`config.mk`:
```
export PLATFORM = sky130hd
export DESIGN_NAME = sqm_spi_response
export DESIGN_NICKNAME = d
export VERILOG_FILES = /design/src/design/sqm_pkg.sv /design/src/design/sqm_spi_response.sv
export SDC_FILE = /design/constraint.sdc
export NUM_CORES = 1
export LEC_CHECK = 0
export BUFFER_PORTS_ARGS = -buffer_cell sky130_fd_sc_hd__buf_2
export CORE_AREA = 2 2 76 151
export CTS_BUF_LIST = sky130_fd_sc_hd__clkbuf_16
export DETAILED_ROUTE_END_ITERATION = 7
export DIE_AREA = 0 0 78 153
export GPL_ROUTABILITY_DRIVEN = 0
export PLACE_DENSITY = 0.71
export SLEW_MARGIN = 10
export SYNTH_ARGS = -nofsm -noshare
export SYNTH_HDL_FRONTEND = slang
export SYNTH_SLANG_ARGS = --single-unit
```
`constraint.sdc`:
```
create_clock -name clock -period 3.3 [get_ports clock]
set_input_delay 0.66 -clock clock [delete_from_list [all_inputs] [get_ports clock]]
set_output_delay 0.66 -clock clock [all_outputs]
set_load 0.02 [all_outputs]
```
`src/design/sqm_pkg.sv`:
```
// Shared constants for the squib diagnostic and monitor SPI responder
package sqm_pkg;
  localparam int          FRAME_BITS    = 16;          // Bits in one SPI frame
  localparam logic [15:0] ERR_RESP      = 16'hd000;    // Error response word
  // Command and response bit positions
  localparam int          BIT_MODE_HI   = 15;          // Mode bit, always 1
  localparam int          BIT_MODE_LO   = 14;          // 0 diagnostic, 1 monitor
  localparam int          BIT_PARITY    = 13;          // Odd parity bit
  localparam int          BIT_WRITE     = 12;          // Execute (1) or read (0)
  localparam int          SEL_MSB       = 11;          // Selection field top
  localparam int          SEL_LSB       = 9;           // Selection field bottom
  localparam int          BIT_REPORT    = 8;           // Report source select
  localparam int          BIT_SQP       = 5;           // Squib pin choice
  localparam int          BIT_PDDIS     = 4;           // Pulldown disable
  localparam int          BIT_AMC       = 3;           // Amplifier calibrate
  localparam int          BIT_CHAN_BAD  = 2;           // Channel code above 3
  // Diagnostic selection codes
  localparam logic [2:0]  DIAG_STOP     = 3'h0;
  localparam logic [2:0]  DIAG_LEAK     = 3'h1;
  localparam logic [2:0]  DIAG_RESERVE  = 3'h2;
  localparam logic [2:0]  DIAG_SAFING   = 3'h3;
  localparam logic [2:0]  DIAG_RES      = 3'h4;
  localparam logic [2:0]  DIAG_HIGHRES  = 3'h5;
  localparam logic [2:0]  DIAG_LSSW     = 3'h6;
  localparam logic [2:0]  DIAG_HSSW     = 3'h7;
  // Register map, byte addresses
  localparam logic [7:0]  REG_CTRL      = 8'h00;
  localparam logic [7:0]  REG_STATUS    = 8'h04;
  localparam logic [7:0]  REG_LASTCMD   = 8'h08;
  localparam int          CTRL_EN_BIT   = 0;           // SPI enable field
  localparam int          ST_ACTIVE_LSB = 4;           // Active flags in status
  localparam int          ST_REPORT_BIT = 8;           // Report select in status
  localparam logic        CTRL_EN_RST   = 1'b1;        // SPI enabled after reset
  localparam logic [3:0]  FLAGS_RST     = 4'h0;        // Deploy flags after reset
  localparam logic [4:0]  BITCNT_MAX    = 5'h11;       // Saturating bit count
  // Kind of the response to send next
  typedef enum logic [1:0] {
    RESP_DIAG,
    RESP_MON,
    RESP_ERR
  } sqm_resp_e;
endpackage

```
`src/design/sqm_spi_response.sv`:
```
// SPI command decoder and response builder for diagnostic and monitor mode 1
//
// The register addresses and register access over Wishbone were left to the implementer.
`timescale 1ns/10ps
`default_nettype none

module sqm_spi_response (
  input  wire logic        clock,
  input  wire logic        rst_n,
  input  wire logic        wb_cyc_i,
  input  wire logic        wb_stb_i,
  input  wire logic        wb_we_i,
  input  wire logic [7:0]  wb_adr_i,
  input  wire logic [31:0] wb_dat_i,
  input  wire logic [3:0]  wb_sel_i,
  output logic      [31:0] wb_dat_o,
  output logic             wb_ack_o,
  input  wire logic        spiCsN,
  input  wire logic        spiSclk,
  input  wire logic        spiMosi,
  output logic             spiMisoO,
  output logic             spiMisoOe,
  input  wire logic        batteryShortFlag,
  input  wire logic        groundShortFlag,
  input  wire logic        switchTestTimerActive,
  input  wire logic        priorFaultAbort,
  input  wire logic        safeAboveShort,
  input  wire logic        safeAboveOpen,
  input  wire logic        reserveAboveLo,
  input  wire logic        reserveAboveHi,
  input  wire logic        highResistanceFlag,
  input  wire logic [3:0]  activationExpired,
  input  wire logic [3:0]  armFireValid,
  input  wire logic [3:0]  deployTimeout,
  output logic      [2:0]  diagSelect,
  output logic      [1:0]  diagChannel,
  output logic             squibPinChoice,
  output logic             ampCalibrate,
  output logic             pulldownDisable,
  output logic      [3:0]  internalPulldown,
  output logic      [3:0]  deployInhibit
);

  // Parity bit that makes a 16-bit word odd, bit 13 treated as zero
  function automatic logic parityFor(input logic [15:0] w);
    logic [15:0] m;
    m = w;
    m[sqm_pkg::BIT_PARITY] = 1'b0;
    parityFor = ~(^m);
  endfunction

  // Odd parity check over a whole frame
  function automatic logic oddOk(input logic [15:0] w);
    oddOk = ^w;
  endfunction

  // Pin synchronisers: first stage is read only by the second
  logic [11:0] pinS1_q;            // First stage
  logic [11:0] pinS2_q;            // Second stage
  logic        csPrev_q;           // Delayed chip select for edges
  logic        sclkPrev_q;         // Delayed clock for edges
  wire  [11:0] pinRaw = {spiCsN, spiSclk, spiMosi, batteryShortFlag, groundShortFlag,
                         switchTestTimerActive, priorFaultAbort, safeAboveShort,
                         safeAboveOpen, reserveAboveLo, reserveAboveHi, highResistanceFlag};

  // Two flops per pin, chip select idles high
  always_ff @(posedge clock or negedge rst_n) begin
    if (!rst_n) begin
      pinS1_q    <= 12'h800;
      pinS2_q    <= 12'h800;
      csPrev_q   <= 1'b1;
      sclkPrev_q <= 1'b0;
    end else begin
      pinS1_q    <= pinRaw;
      pinS2_q    <= pinS1_q;
      csPrev_q   <= pinS2_q[11];
      sclkPrev_q <= pinS2_q[10];
    end
  end

  // Named views of the synchronised pins
  wire csNS    = pinS2_q[11];
  wire sclkS   = pinS2_q[10];
  wire mosiS   = pinS2_q[9];
  wire batS    = pinS2_q[8];
  wire gndS    = pinS2_q[7];
  wire timerS  = pinS2_q[6];
  wire faultS  = pinS2_q[5];
  wire safShS  = pinS2_q[4];
  wire safOpS  = pinS2_q[3];
  wire resLoS  = pinS2_q[2];
  wire resHiS  = pinS2_q[1];
  wire hiResS  = pinS2_q[0];
  wire csFall  = csPrev_q & ~csNS;
  wire csRise  = ~csPrev_q & csNS;
  wire sclkUp  = ~sclkPrev_q & sclkS & ~csNS;
  wire sclkDn  = sclkPrev_q & ~sclkS & ~csNS;

  // Stored command state
  logic                 spiEn_q;       // Software enable for the SPI port
  logic [15:0]          rxShift_q;     // Incoming command bits
  logic [15:0]          txShift_q;     // Outgoing response bits
  logic [4:0]           bitCnt_q;      // Bits seen in this frame
  logic [15:0]          lastCmd_q;     // Last accepted command
  sqm_pkg::sqm_resp_e   kind_q;        // Kind of the next response
  logic [2:0]           sel_q;         // Diagnostic selection
  logic [1:0]           chan_q;        // Selected channel
  logic                 sqp_q;         // Squib pin choice
  logic                 pdDis_q;       // Pulldown disable
  logic                 amc_q;         // Calibrate request
  logic                 report_q;      // Report source select
  logic [3:0]           done_q;        // Deployment done flags
  logic [3:0]           active_q;      // Deployment active flags
  logic [3:0]           pulldown_q;    // Registered pulldown pattern
  logic                 miso_q;        // MISO data flop
  logic                 misoOe_q;      // MISO drive enable flop

  // Frame decode; a frame of the wrong length or parity is answered with error
  wire        frameOk  = spiEn_q && (bitCnt_q == 5'(sqm_pkg::FRAME_BITS)) && oddOk(rxShift_q);
  wire        accept   = csRise & frameOk;
  wire        isDiag   = rxShift_q[15:14] == 2'b10;
  wire        isMon1   = (rxShift_q[15:14] == 2'b11) && (rxShift_q[12:9] == 4'h0);
  wire        diagWr   = isDiag & rxShift_q[sqm_pkg::BIT_WRITE];
  wire        chanBad  = rxShift_q[sqm_pkg::BIT_CHAN_BAD];
  wire [2:0]  cmdSel   = rxShift_q[sqm_pkg::SEL_MSB:sqm_pkg::SEL_LSB];
  wire [3:0]  clearMask = (accept & isMon1) ? rxShift_q[3:0] : 4'h0;

  // Decision on what the frame does to the command state
  always_ff @(posedge clock or negedge rst_n) begin
    if (!rst_n) begin
      kind_q    <= sqm_pkg::RESP_DIAG;
      sel_q     <= sqm_pkg::DIAG_STOP;
      chan_q    <= 2'h0;
      sqp_q     <= 1'b0;
      pdDis_q   <= 1'b0;
      amc_q     <= 1'b0;
      report_q  <= 1'b0;
      lastCmd_q <= 16'h0000;
    end else if (csRise && spiEn_q) begin
      if (!frameOk) begin
        // Broken frame only turns the next response into an error
        kind_q <= sqm_pkg::RESP_ERR;
      end else if (diagWr && chanBad) begin
        kind_q <= sqm_pkg::RESP_ERR;
      end else if (diagWr) begin
        kind_q    <= sqm_pkg::RESP_DIAG;
        sel_q     <= cmdSel;
        chan_q    <= rxShift_q[1:0];
        sqp_q     <= rxShift_q[sqm_pkg::BIT_SQP];
        pdDis_q   <= rxShift_q[sqm_pkg::BIT_PDDIS];
        // Calibrate only meaningful in the resistance diagnostic
        amc_q     <= rxShift_q[sqm_pkg::BIT_AMC] & (cmdSel == sqm_pkg::DIAG_RES);
        lastCmd_q <= rxShift_q;
      end else if (isDiag) begin
        // Read command: state kept, stored selection reported
        kind_q    <= sqm_pkg::RESP_DIAG;
        lastCmd_q <= rxShift_q;
      end else if (isMon1) begin
        kind_q    <= sqm_pkg::RESP_MON;
        report_q  <= rxShift_q[sqm_pkg::BIT_REPORT];
        lastCmd_q <= rxShift_q;
      end else begin
        // Other monitor modes are not handled here
        kind_q <= sqm_pkg::RESP_ERR;
      end
    end
  end

  // Deployment flags; a new event wins over a clear in the same cycle
  wire [3:0] doneNext   = (done_q & ~clearMask) | activationExpired;
  wire [3:0] activeNext = (active_q & ~deployTimeout) | armFireValid;

  always_ff @(posedge clock or negedge rst_n) begin
    if (!rst_n) begin
      done_q   <= sqm_pkg::FLAGS_RST;
      active_q <= sqm_pkg::FLAGS_RST;
    end else begin
      done_q   <= doneNext;
      active_q <= activeNext;
    end
  end

  // Pulldown pattern: all on, all but the tested channel, or all off
  wire       testedMode = (sel_q == sqm_pkg::DIAG_LEAK) || (sel_q == sqm_pkg::DIAG_LSSW) ||
                          (sel_q == sqm_pkg::DIAG_HSSW);
  wire [3:0] chanOneHot = 4'h1 << chan_q;
  wire [3:0] pdNext     = pdDis_q ? 4'h0 : (testedMode ? ~chanOneHot : 4'hf);

  // Register the pattern so the pins come from flops
  always_ff @(posedge clock or negedge rst_n) begin
    if (!rst_n) begin
      pulldown_q <= 4'hf;
    end else begin
      pulldown_q <= pdNext;
    end
  end

  // Result bits; the pulldown setting never enters them
  wire       swHold  = timerS | faultS;
  wire [1:0] swPair  = swHold ? 2'b00 : {batS & ~gndS, gndS & ~batS};
  wire [1:0] leakPair = {batS, gndS};
  wire [1:0] safPair = {safOpS, safShS | safOpS};
  wire [1:0] resPair = {resHiS, resLoS | resHiS};
  wire       swMode  = (sel_q == sqm_pkg::DIAG_LSSW) || (sel_q == sqm_pkg::DIAG_HSSW);
  wire [1:0] pairD8D7 = (sel_q == sqm_pkg::DIAG_LEAK)    ? leakPair :
                        swMode                           ? swPair   :
                        (sel_q == sqm_pkg::DIAG_SAFING)  ? safPair  :
                        (sel_q == sqm_pkg::DIAG_RESERVE) ? resPair  :
                        (sel_q == sqm_pkg::DIAG_HIGHRES) ? {hiResS, 1'b0} :
                        2'b00;
  wire       bitD6   = swMode & faultS;
  wire       bitD5   = swMode ? timerS : ((sel_q == sqm_pkg::DIAG_LEAK) & sqp_q);
  wire [2:0] chanFld = (sel_q == sqm_pkg::DIAG_STOP) ? 3'h0 : {1'b0, chan_q};

  // Response words before parity insertion
  wire [15:0] diagBody = {1'b1, 1'b0, 1'b0, 1'b1, sel_q, pairD8D7, bitD6, bitD5,
                          pdDis_q, amc_q, chanFld};
  wire [3:0]  monFlags = report_q ? active_q : done_q;
  wire [15:0] monBody  = {2'b11, 1'b0, 4'h0, report_q, 4'h0, monFlags};
  wire [15:0] body     = (kind_q == sqm_pkg::RESP_MON) ? monBody : diagBody;
  wire [15:0] respWord = (kind_q == sqm_pkg::RESP_ERR) ? sqm_pkg::ERR_RESP :
                         {body[15:14], parityFor(body), body[12:0]};

  // SPI shifting: response loaded at select, so flags are caught at that edge
  always_ff @(posedge clock or negedge rst_n) begin
    if (!rst_n) begin
      rxShift_q <= 16'h0000;
      txShift_q <= 16'h0000;
      bitCnt_q  <= 5'h00;
      miso_q    <= 1'b0;
      misoOe_q  <= 1'b0;
    end else begin
      misoOe_q <= ~csNS & spiEn_q;
      if (csFall) begin
        txShift_q <= respWord;
        miso_q    <= respWord[15];
        bitCnt_q  <= 5'h00;
      end else if (sclkUp) begin
        // Sample on rising edge, count saturates past a full frame
        rxShift_q <= {rxShift_q[14:0], mosiS};
        if (bitCnt_q != sqm_pkg::BITCNT_MAX) begin
          bitCnt_q <= bitCnt_q + 5'h01;
        end
      end else if (sclkDn) begin
        txShift_q <= {txShift_q[14:0], 1'b0};
        miso_q    <= txShift_q[14];
      end
    end
  end

  // Wishbone slave: one wait state, ack drops after one cycle
  logic        ack_q;
  logic [31:0] rdat_q;
  wire         wbReq   = wb_cyc_i & wb_stb_i & ~ack_q;
  // Write lands at the edge where the master sees ack, while it still holds the request
  wire         ctrlWr  = wb_cyc_i & wb_stb_i & ack_q & wb_we_i & wb_sel_i[0] &
                         (wb_adr_i == sqm_pkg::REG_CTRL);
  wire [31:0]  statusW = {23'h0, report_q, active_q, done_q};
  wire [31:0]  readMux = (wb_adr_i == sqm_pkg::REG_CTRL)    ? {31'h0, spiEn_q} :
                         (wb_adr_i == sqm_pkg::REG_STATUS)  ? statusW :
                         (wb_adr_i == sqm_pkg::REG_LASTCMD) ? {16'h0, lastCmd_q} :
                         32'h0;

  // Bus registers; unmapped addresses read zero and still ack
  always_ff @(posedge clock or negedge rst_n) begin
    if (!rst_n) begin
      ack_q   <= 1'b0;
      rdat_q  <= 32'h0;
      spiEn_q <= sqm_pkg::CTRL_EN_RST;
    end else begin
      ack_q <= wbReq;
      if (wbReq) begin
        rdat_q <= readMux;
      end
      if (ctrlWr) begin
        spiEn_q <= wb_dat_i[sqm_pkg::CTRL_EN_BIT];
      end
    end
  end

  // Outputs, all from flops
  assign wb_dat_o         = rdat_q;
  assign wb_ack_o         = ack_q;
  assign spiMisoO         = miso_q;
  assign spiMisoOe        = misoOe_q;
  assign diagSelect       = sel_q;
  assign diagChannel      = chan_q;
  assign squibPinChoice   = sqp_q;
  assign ampCalibrate     = amc_q;
  assign pulldownDisable  = pdDis_q;
  assign internalPulldown = pulldown_q;
  assign deployInhibit    = done_q;
endmodule

`default_nettype wire

```
; ---- Word-level counts from Yosys, hierarchy flattened
; Index checks and enable logic that the tools add are counted.
; W data, S select, Z words.
[word_totals]
regBits = 137
in_bits = 73
[classes]
addsub = 1
n_eq_ne = 16
shifts = 1
muxes = 34
bitwise = 43
n_reduce_logical = 23
[ops]
columns = operator, n
row1 = $mux W16, 6
row2 = $mux W15, 5
row3 = $reduce_xor A16 Y1, 2
row4 = $mux W2, 12
row5 = $and A1 B1 Y1, 21
row6 = $mux W4, 4
row7 = $mux W5, 3
row8 = $eq A3 B3 Y1 const B, 4
row9 = $not A1 Y1, 12
row10 = $not A4 Y4, 3
row11 = $and A4 B4 Y4, 2
row12 = $eq A8 B3 Y1 const B, 1
row13 = $eq A8 B4 Y1 const B, 1
row14 = $logic_not A8 Y1, 1
row15 = $or A4 B4 Y4, 2
row16 = $reduce_and A4 Y1, 2
row17 = $eq A2 B2 Y1 const B, 3
row18 = $eq A3 B2 Y1 const B, 2
row19 = $reduce_and A2 Y1, 3
row20 = $reduce_and A6 Y1, 1
row21 = $reduce_bool A2 Y1, 3
row22 = $add A5 B1 Y5 const B, 1
row23 = $eq A5 B5 Y1 const B, 1
row24 = $logic_and A1 B1 Y1, 5
row25 = other kinds (11), 18

; ---- Depth between registers and ports, before layout
[depth]
depth_word = 11
ltp_mapped = 11

; ---- Least setup slack after synthesis
; Ideal clock, no wire load.
[synth_timing]
path_kind = register to register
from = reg rxShift_q[14]
to = reg lastCmd_q[10]
setup_ns = 0.125
arrival_ns = 2.265
slack_ns = 0.910
path_stages_with_launch = 11
path_buffers = 2
period_less_slack_ns = 2.390
cell_sequence = dfrtp_1 -> inv_1 -> ha_1 -> xnor2_1 -> xnor2_1 -> xnor3_1 -> nand4_2 -> a311o_1 -> buf_6 -> buf_12 -> mux2_4
[synth_between]
elab_chain_cells = 5
word_cells_on_any_way = 12
classes_between = eq/ne: 2 / mux: 2 / bitwise: 2 / reduce/logical: 6
[synth_rtl]
columns = element, line_no
row1 = from (decl), sqm_spi_response.sv:101  ; logic [15:0] rxShift_q;
row2 = from (signal assigned), sqm_spi_response.sv:240  ; rxShift_q <= {rxShift_q[14:0], mosiS};
row3 = $eq A2 B2 Y1, sqm_spi_response.sv:121  ; wire isDiag = rxShift_q[15:14] == 2'b10;
row4 = $and A1 B1 Y1, sqm_spi_response.sv:123  ; wire diagWr = isDiag & rxShift_q[sqm_pkg::BIT_WRITE];
row5 = $logic_and A1 B1 Y1, sqm_spi_response.sv:143  ; end else if (diagWr && chanBad) begin
row6 = $not A1 Y1 (no line), --
row7 = $reduce_and A4 Y1 (no line), --
row8 = to (signal assigned), sqm_spi_response.sv:153  ; lastCmd_q <= rxShift_q;
row9 = to (signal assigned), sqm_spi_response.sv:157  ; lastCmd_q <= rxShift_q;
row10 = to (signal assigned), sqm_spi_response.sv:161  ; lastCmd_q <= rxShift_q;
row11 = to (decl), sqm_spi_response.sv:104  ; logic [15:0] lastCmd_q;
; Parallel ways exist; a longest one is shown, timed or not.
; A chain may end at the register's enable or synchronous reset.

; ---- Worst setup path after layout
[layout_timing]
from = reg rxShift_q[14]
to = reg lastCmd_q[4]
; The elaborated chain is that of the path after synthesis.

==> flow_summary_export.csv <==
group,metric,value,unit
cts,cts_root_buffer,"clkbuf_16",
die,initial_util,48.7,%
cts,tritoncts,"yes",
sta,fin_crit_sh,92.8,%
synth,ys_async_sr_fraction,100,%
cts,number_of_cts_inserted_buffers,17,
hold_path,min-delay-path-class,"input port to asynchronous set/reset pin",
power_and_ir_drop,peak_supply_drop,0.000387,V
die,die_w,78,um
global_routing,gr-total-overflow,0,
detailed_routing,routedWlPerCell,16.1,um
cells_and_area,areaGrowthSynthToFinish,19.6,%
die,placementRows,54,
cts,cts_resized,0,
cts,post_cts_hold_buffer_count,0,
synth,number_of_synthesized_flops_with_an_enable_pin,0,
critical_path,timing.critical_path.to,"lastCmd_q[4]",
sta,layout_min_cycle_time,3.06,ns
power_and_ir_drop,power_switching,865,uW
die,die_height,153,um
outcome,run_status,"complete, no violations",
detailed_routing,postRouteAntennaNets,0,
detailed_routing,detailedRoute.firstPassIterationCount,5,
cts,cts_setup_buffers,0,
critical_path,reg2reg_from,"rxShift_q[14]",
detailed_routing,wl,10700,um
global_routing,first_global_vias,3638,
critical_path,category_of_the_critical_setup_timing_path,"flip-flop to flip-flop",
cells_and_area,layout_nets,592,
detailed_routing,via_count,3447,
synth,synth.avg_cell_area,12.2,um2
cells_and_area,drive_gt1_share,31.0,%
synth,synthDistinctLibCells,52,
sta,slew_headroom,28.9,%
cts,ctsLongestPathBuffers,2,
cells_and_area,insertedDiodeCount,0,
critical_path,cp.required,3.59,ns
power_and_ir_drop,combPwrFrac,7.5,%
cts,cts_max_level,4,
sta,skew,0.00805,ns
synth,postSynth.topFlopCell,"dfrtp_1",
synth,ys_top_cells_by_area,"dfrtp_1 (54%), mux2_2 (7.1%), dfstp_2 (4.0%)",
power_and_ir_drop,sw_frac_of_total,23.3,%
global_routing,grt_antenna_before_repair,0,
critical_path,worstSetupStartpointType,"flip-flop",
critical_path,crit_arrival,3.35,ns
power_and_ir_drop,total_leakage_power,3.06,nW
power_and_ir_drop,intPower,2.85,mW
critical_path,timing.critical_path.fanout_max,18,
job,number_of_violations_of_the_max_capacitance_limit,0,
power_and_ir_drop,seq_power_share,43.4,%
cts,clock-sinks,121,
place,buffer_ports.inserted,73,
sta,hold_viol_final,0,
critical_path,worst_setup_path_end_kind,"flip-flop",
global_routing,grt_pass1_wl,17800,um
sta,final_setup_vio_count,0,
sta,final_count_of_pins_violating_max_slew,0,
die,i_o_pins,124,
synth,synth.yosys.seq_area_share,57.8,%
synth,cell_with_the_most_instances_after_synthesis,"dfrtp_1",
synth,post_synth_most_frequent_cells,"dfrtp_1 (113), nand2_1 (38), mux2_2 (33)",
die,floorplan.die_area,0.0119,mm2
place,place.detailed.hpwl,7400,um
cts,clk_pin_slew_worst_paths,0.06,ns
sta,rsz0062_at_grt,"no",
detailed_routing,drtIter0Drc,281,
critical_path,critical_path.reg2reg.endpoint,"lastCmd_q[4]",
synth,post-synth-top-area-fraction,53.8,%
sta,maxClockFrequency,326,MHz
synth,synth_warnings,0,
sta,final_tns_setup,0,ns
global_routing,grt_max_degree,122,
power_and_ir_drop,clkPwrFrac,49.1,%
global_routing,total_track_usage,19.3,%
detailed_routing,post_drt_via_cell_ratio,5.20,
synth,post_synth_instance_area,0.00526,mm2
synth,post_synth_inst_count,430,
power_and_ir_drop,power-per-cell-area,591,mW/mm2
critical_path,r2r_setup_slack,0.24,ns
synth,synth-seq-cells,121,
cts,clock_insertion_delay_worst_skew,0.41,ns
critical_path,setup.worst_path.start,"rxShift_q[14]",
synth,netlist.top_cell.by_area,"dfrtp_1",
cells_and_area,finish.utilization,58.2,%
die,floorplan.core_area,0.0108,mm2
sta,slew_at_the_pin_closest_to_its_max_slew_limit,1.07,ns
critical_path,ff2ff_path_depth,8,
detailed_routing,drc,0,
[metal layers]
metal	GRT usage, %	share of wire (%)	up-vias	wire length, um
li1	-	-	1645	-
met1	21.4	38	1687	4080
met2	33.9	55	90	5920
met3	4.72	3.5	25	379
met4	9.69	2.9	0	310
met5	0	0	-	0
[registers in the layout (all words and copies together) (netlist names), 2 cells and up]
name / count
deployInhibit: 4
wb_dat_o: 16
rxShift_q: 16
bitCnt_q: 5
diagChannel: 2
txShift_q: 15
diagSelect: 3
kind_q: 2
pinS2_q: 12
pinS1_q: 12
lastCmd_q: 16
internalPulldown: 4
active_q: 4
[worst min path at each step]
stage / start / to / slack [ns] / cells past startpoint
floorplan: pinS1_q[0] / pinS2_q[0] / 0.33 / 0
global placement: pinS1_q[6] / pinS2_q[6] / 0.33 / 0
detailed placement: pinS1_q[1] / pinS2_q[1] / 0.33 / 0
CTS: spiCsN / pinS1_q[11] / 0.34 / 1
global route: spiCsN / pinS1_q[11] / 0.34 / 1
finish: rst_n / wb_dat_o[14] / 0.30 / 2
[worst max-delay path: stages, from the launching register on]
cell and delay (ns):
dfrtp_1 0.37, inv_1 0.08, ha_1 0.31, xnor2_1 0.19, xnor2_1 0.17, xnor3_1 0.39
nand4_2 0.15, a311o_1 0.85, mux2_2 0.43
[kinds of logic after synthesis]
kind of cell | after synthesis | share of synthesized area (%)
flops | 121 | 57.8
compound gates | 92 | 12.2
simple gates | 88 | 7.87
buf+inv | 53 | 5.57
mux | 43 | 9.63
xor+xnor | 24 | 5.04
fa+ha+maj | 8 | 1.90
other cells | 1 | 0.0713
[placed cells by master, fill, tap and decap left out, types with 2 or more instances in the layout]
master and instances:
a21o_1 9, a31oi_1 4, a32oi_1 2, nand2_1 38
inv_1 19, xnor3_1 4, dfstp_2 8, nor2_1 21
nor3b_1 2, nor3_1 4, dfrtp_1 113, clkinv_1 2
o31ai_1 5, clkinv_2 4, clkinvlp_4 4, nand4_1 3
xor2_1 4, conb_1 16, ha_1 8, xnor2_1 16
buf_2 72, o21bai_1 2, clkbuf_16 17, mux2_2 33
a222oi_1 4, mux2i_1 3, mux2_4 7, a22o_1 10
a21oi_1 15, a22oi_1 12, and2_1 2, bufinv_16 3
nor2b_1 7, nor4_1 2, o21ai_0 20, buf_4 8
[final cells by class]
class                           count  area (um2)
Clock buffer                       17         425
Clock inverter                     14         156
Fill cell                         906        4520
Inverter                           19        71.3
Multi-Input combinational cell    271        1990
Sequential cell                   121        3040
Tap cell                          140         175
Timing Repair Buffer               81         440
[metrics by stage]
step | instance area [um2] | hold slack [ns] | cells | setup slack (ns) | total power, mW
after floorplan | 5320 | 0.331 | 445 | 0.910 | 1.82
after global placement | 5710 | 0.333 | 632 | 0.334 | 1.90
after detailed placement | 5710 | 0.335 | 632 | 0.270 | 1.91
after CTS | 6290 | 0.335 | 663 | 0.241 | 3.74
after global routing | 6290 | 0.338 | 663 | 0.100 | 3.85
final | 6290 | 0.298 | 663 | 0.236 | 3.72
[power groups by stage]
stage | clock, mW | combinational [mW] | sequential (mW)
after floorplan | 0 | 0.204 | 1.61
after global placement | 0 | 0.271 | 1.63
after detailed placement | 0 | 0.278 | 1.64
after CTS | 1.85 | 0.279 | 1.61
after global routing | 1.93 | 0.301 | 1.62
final | 1.83 | 0.279 | 1.61
(Power assumes the default switching activity.)
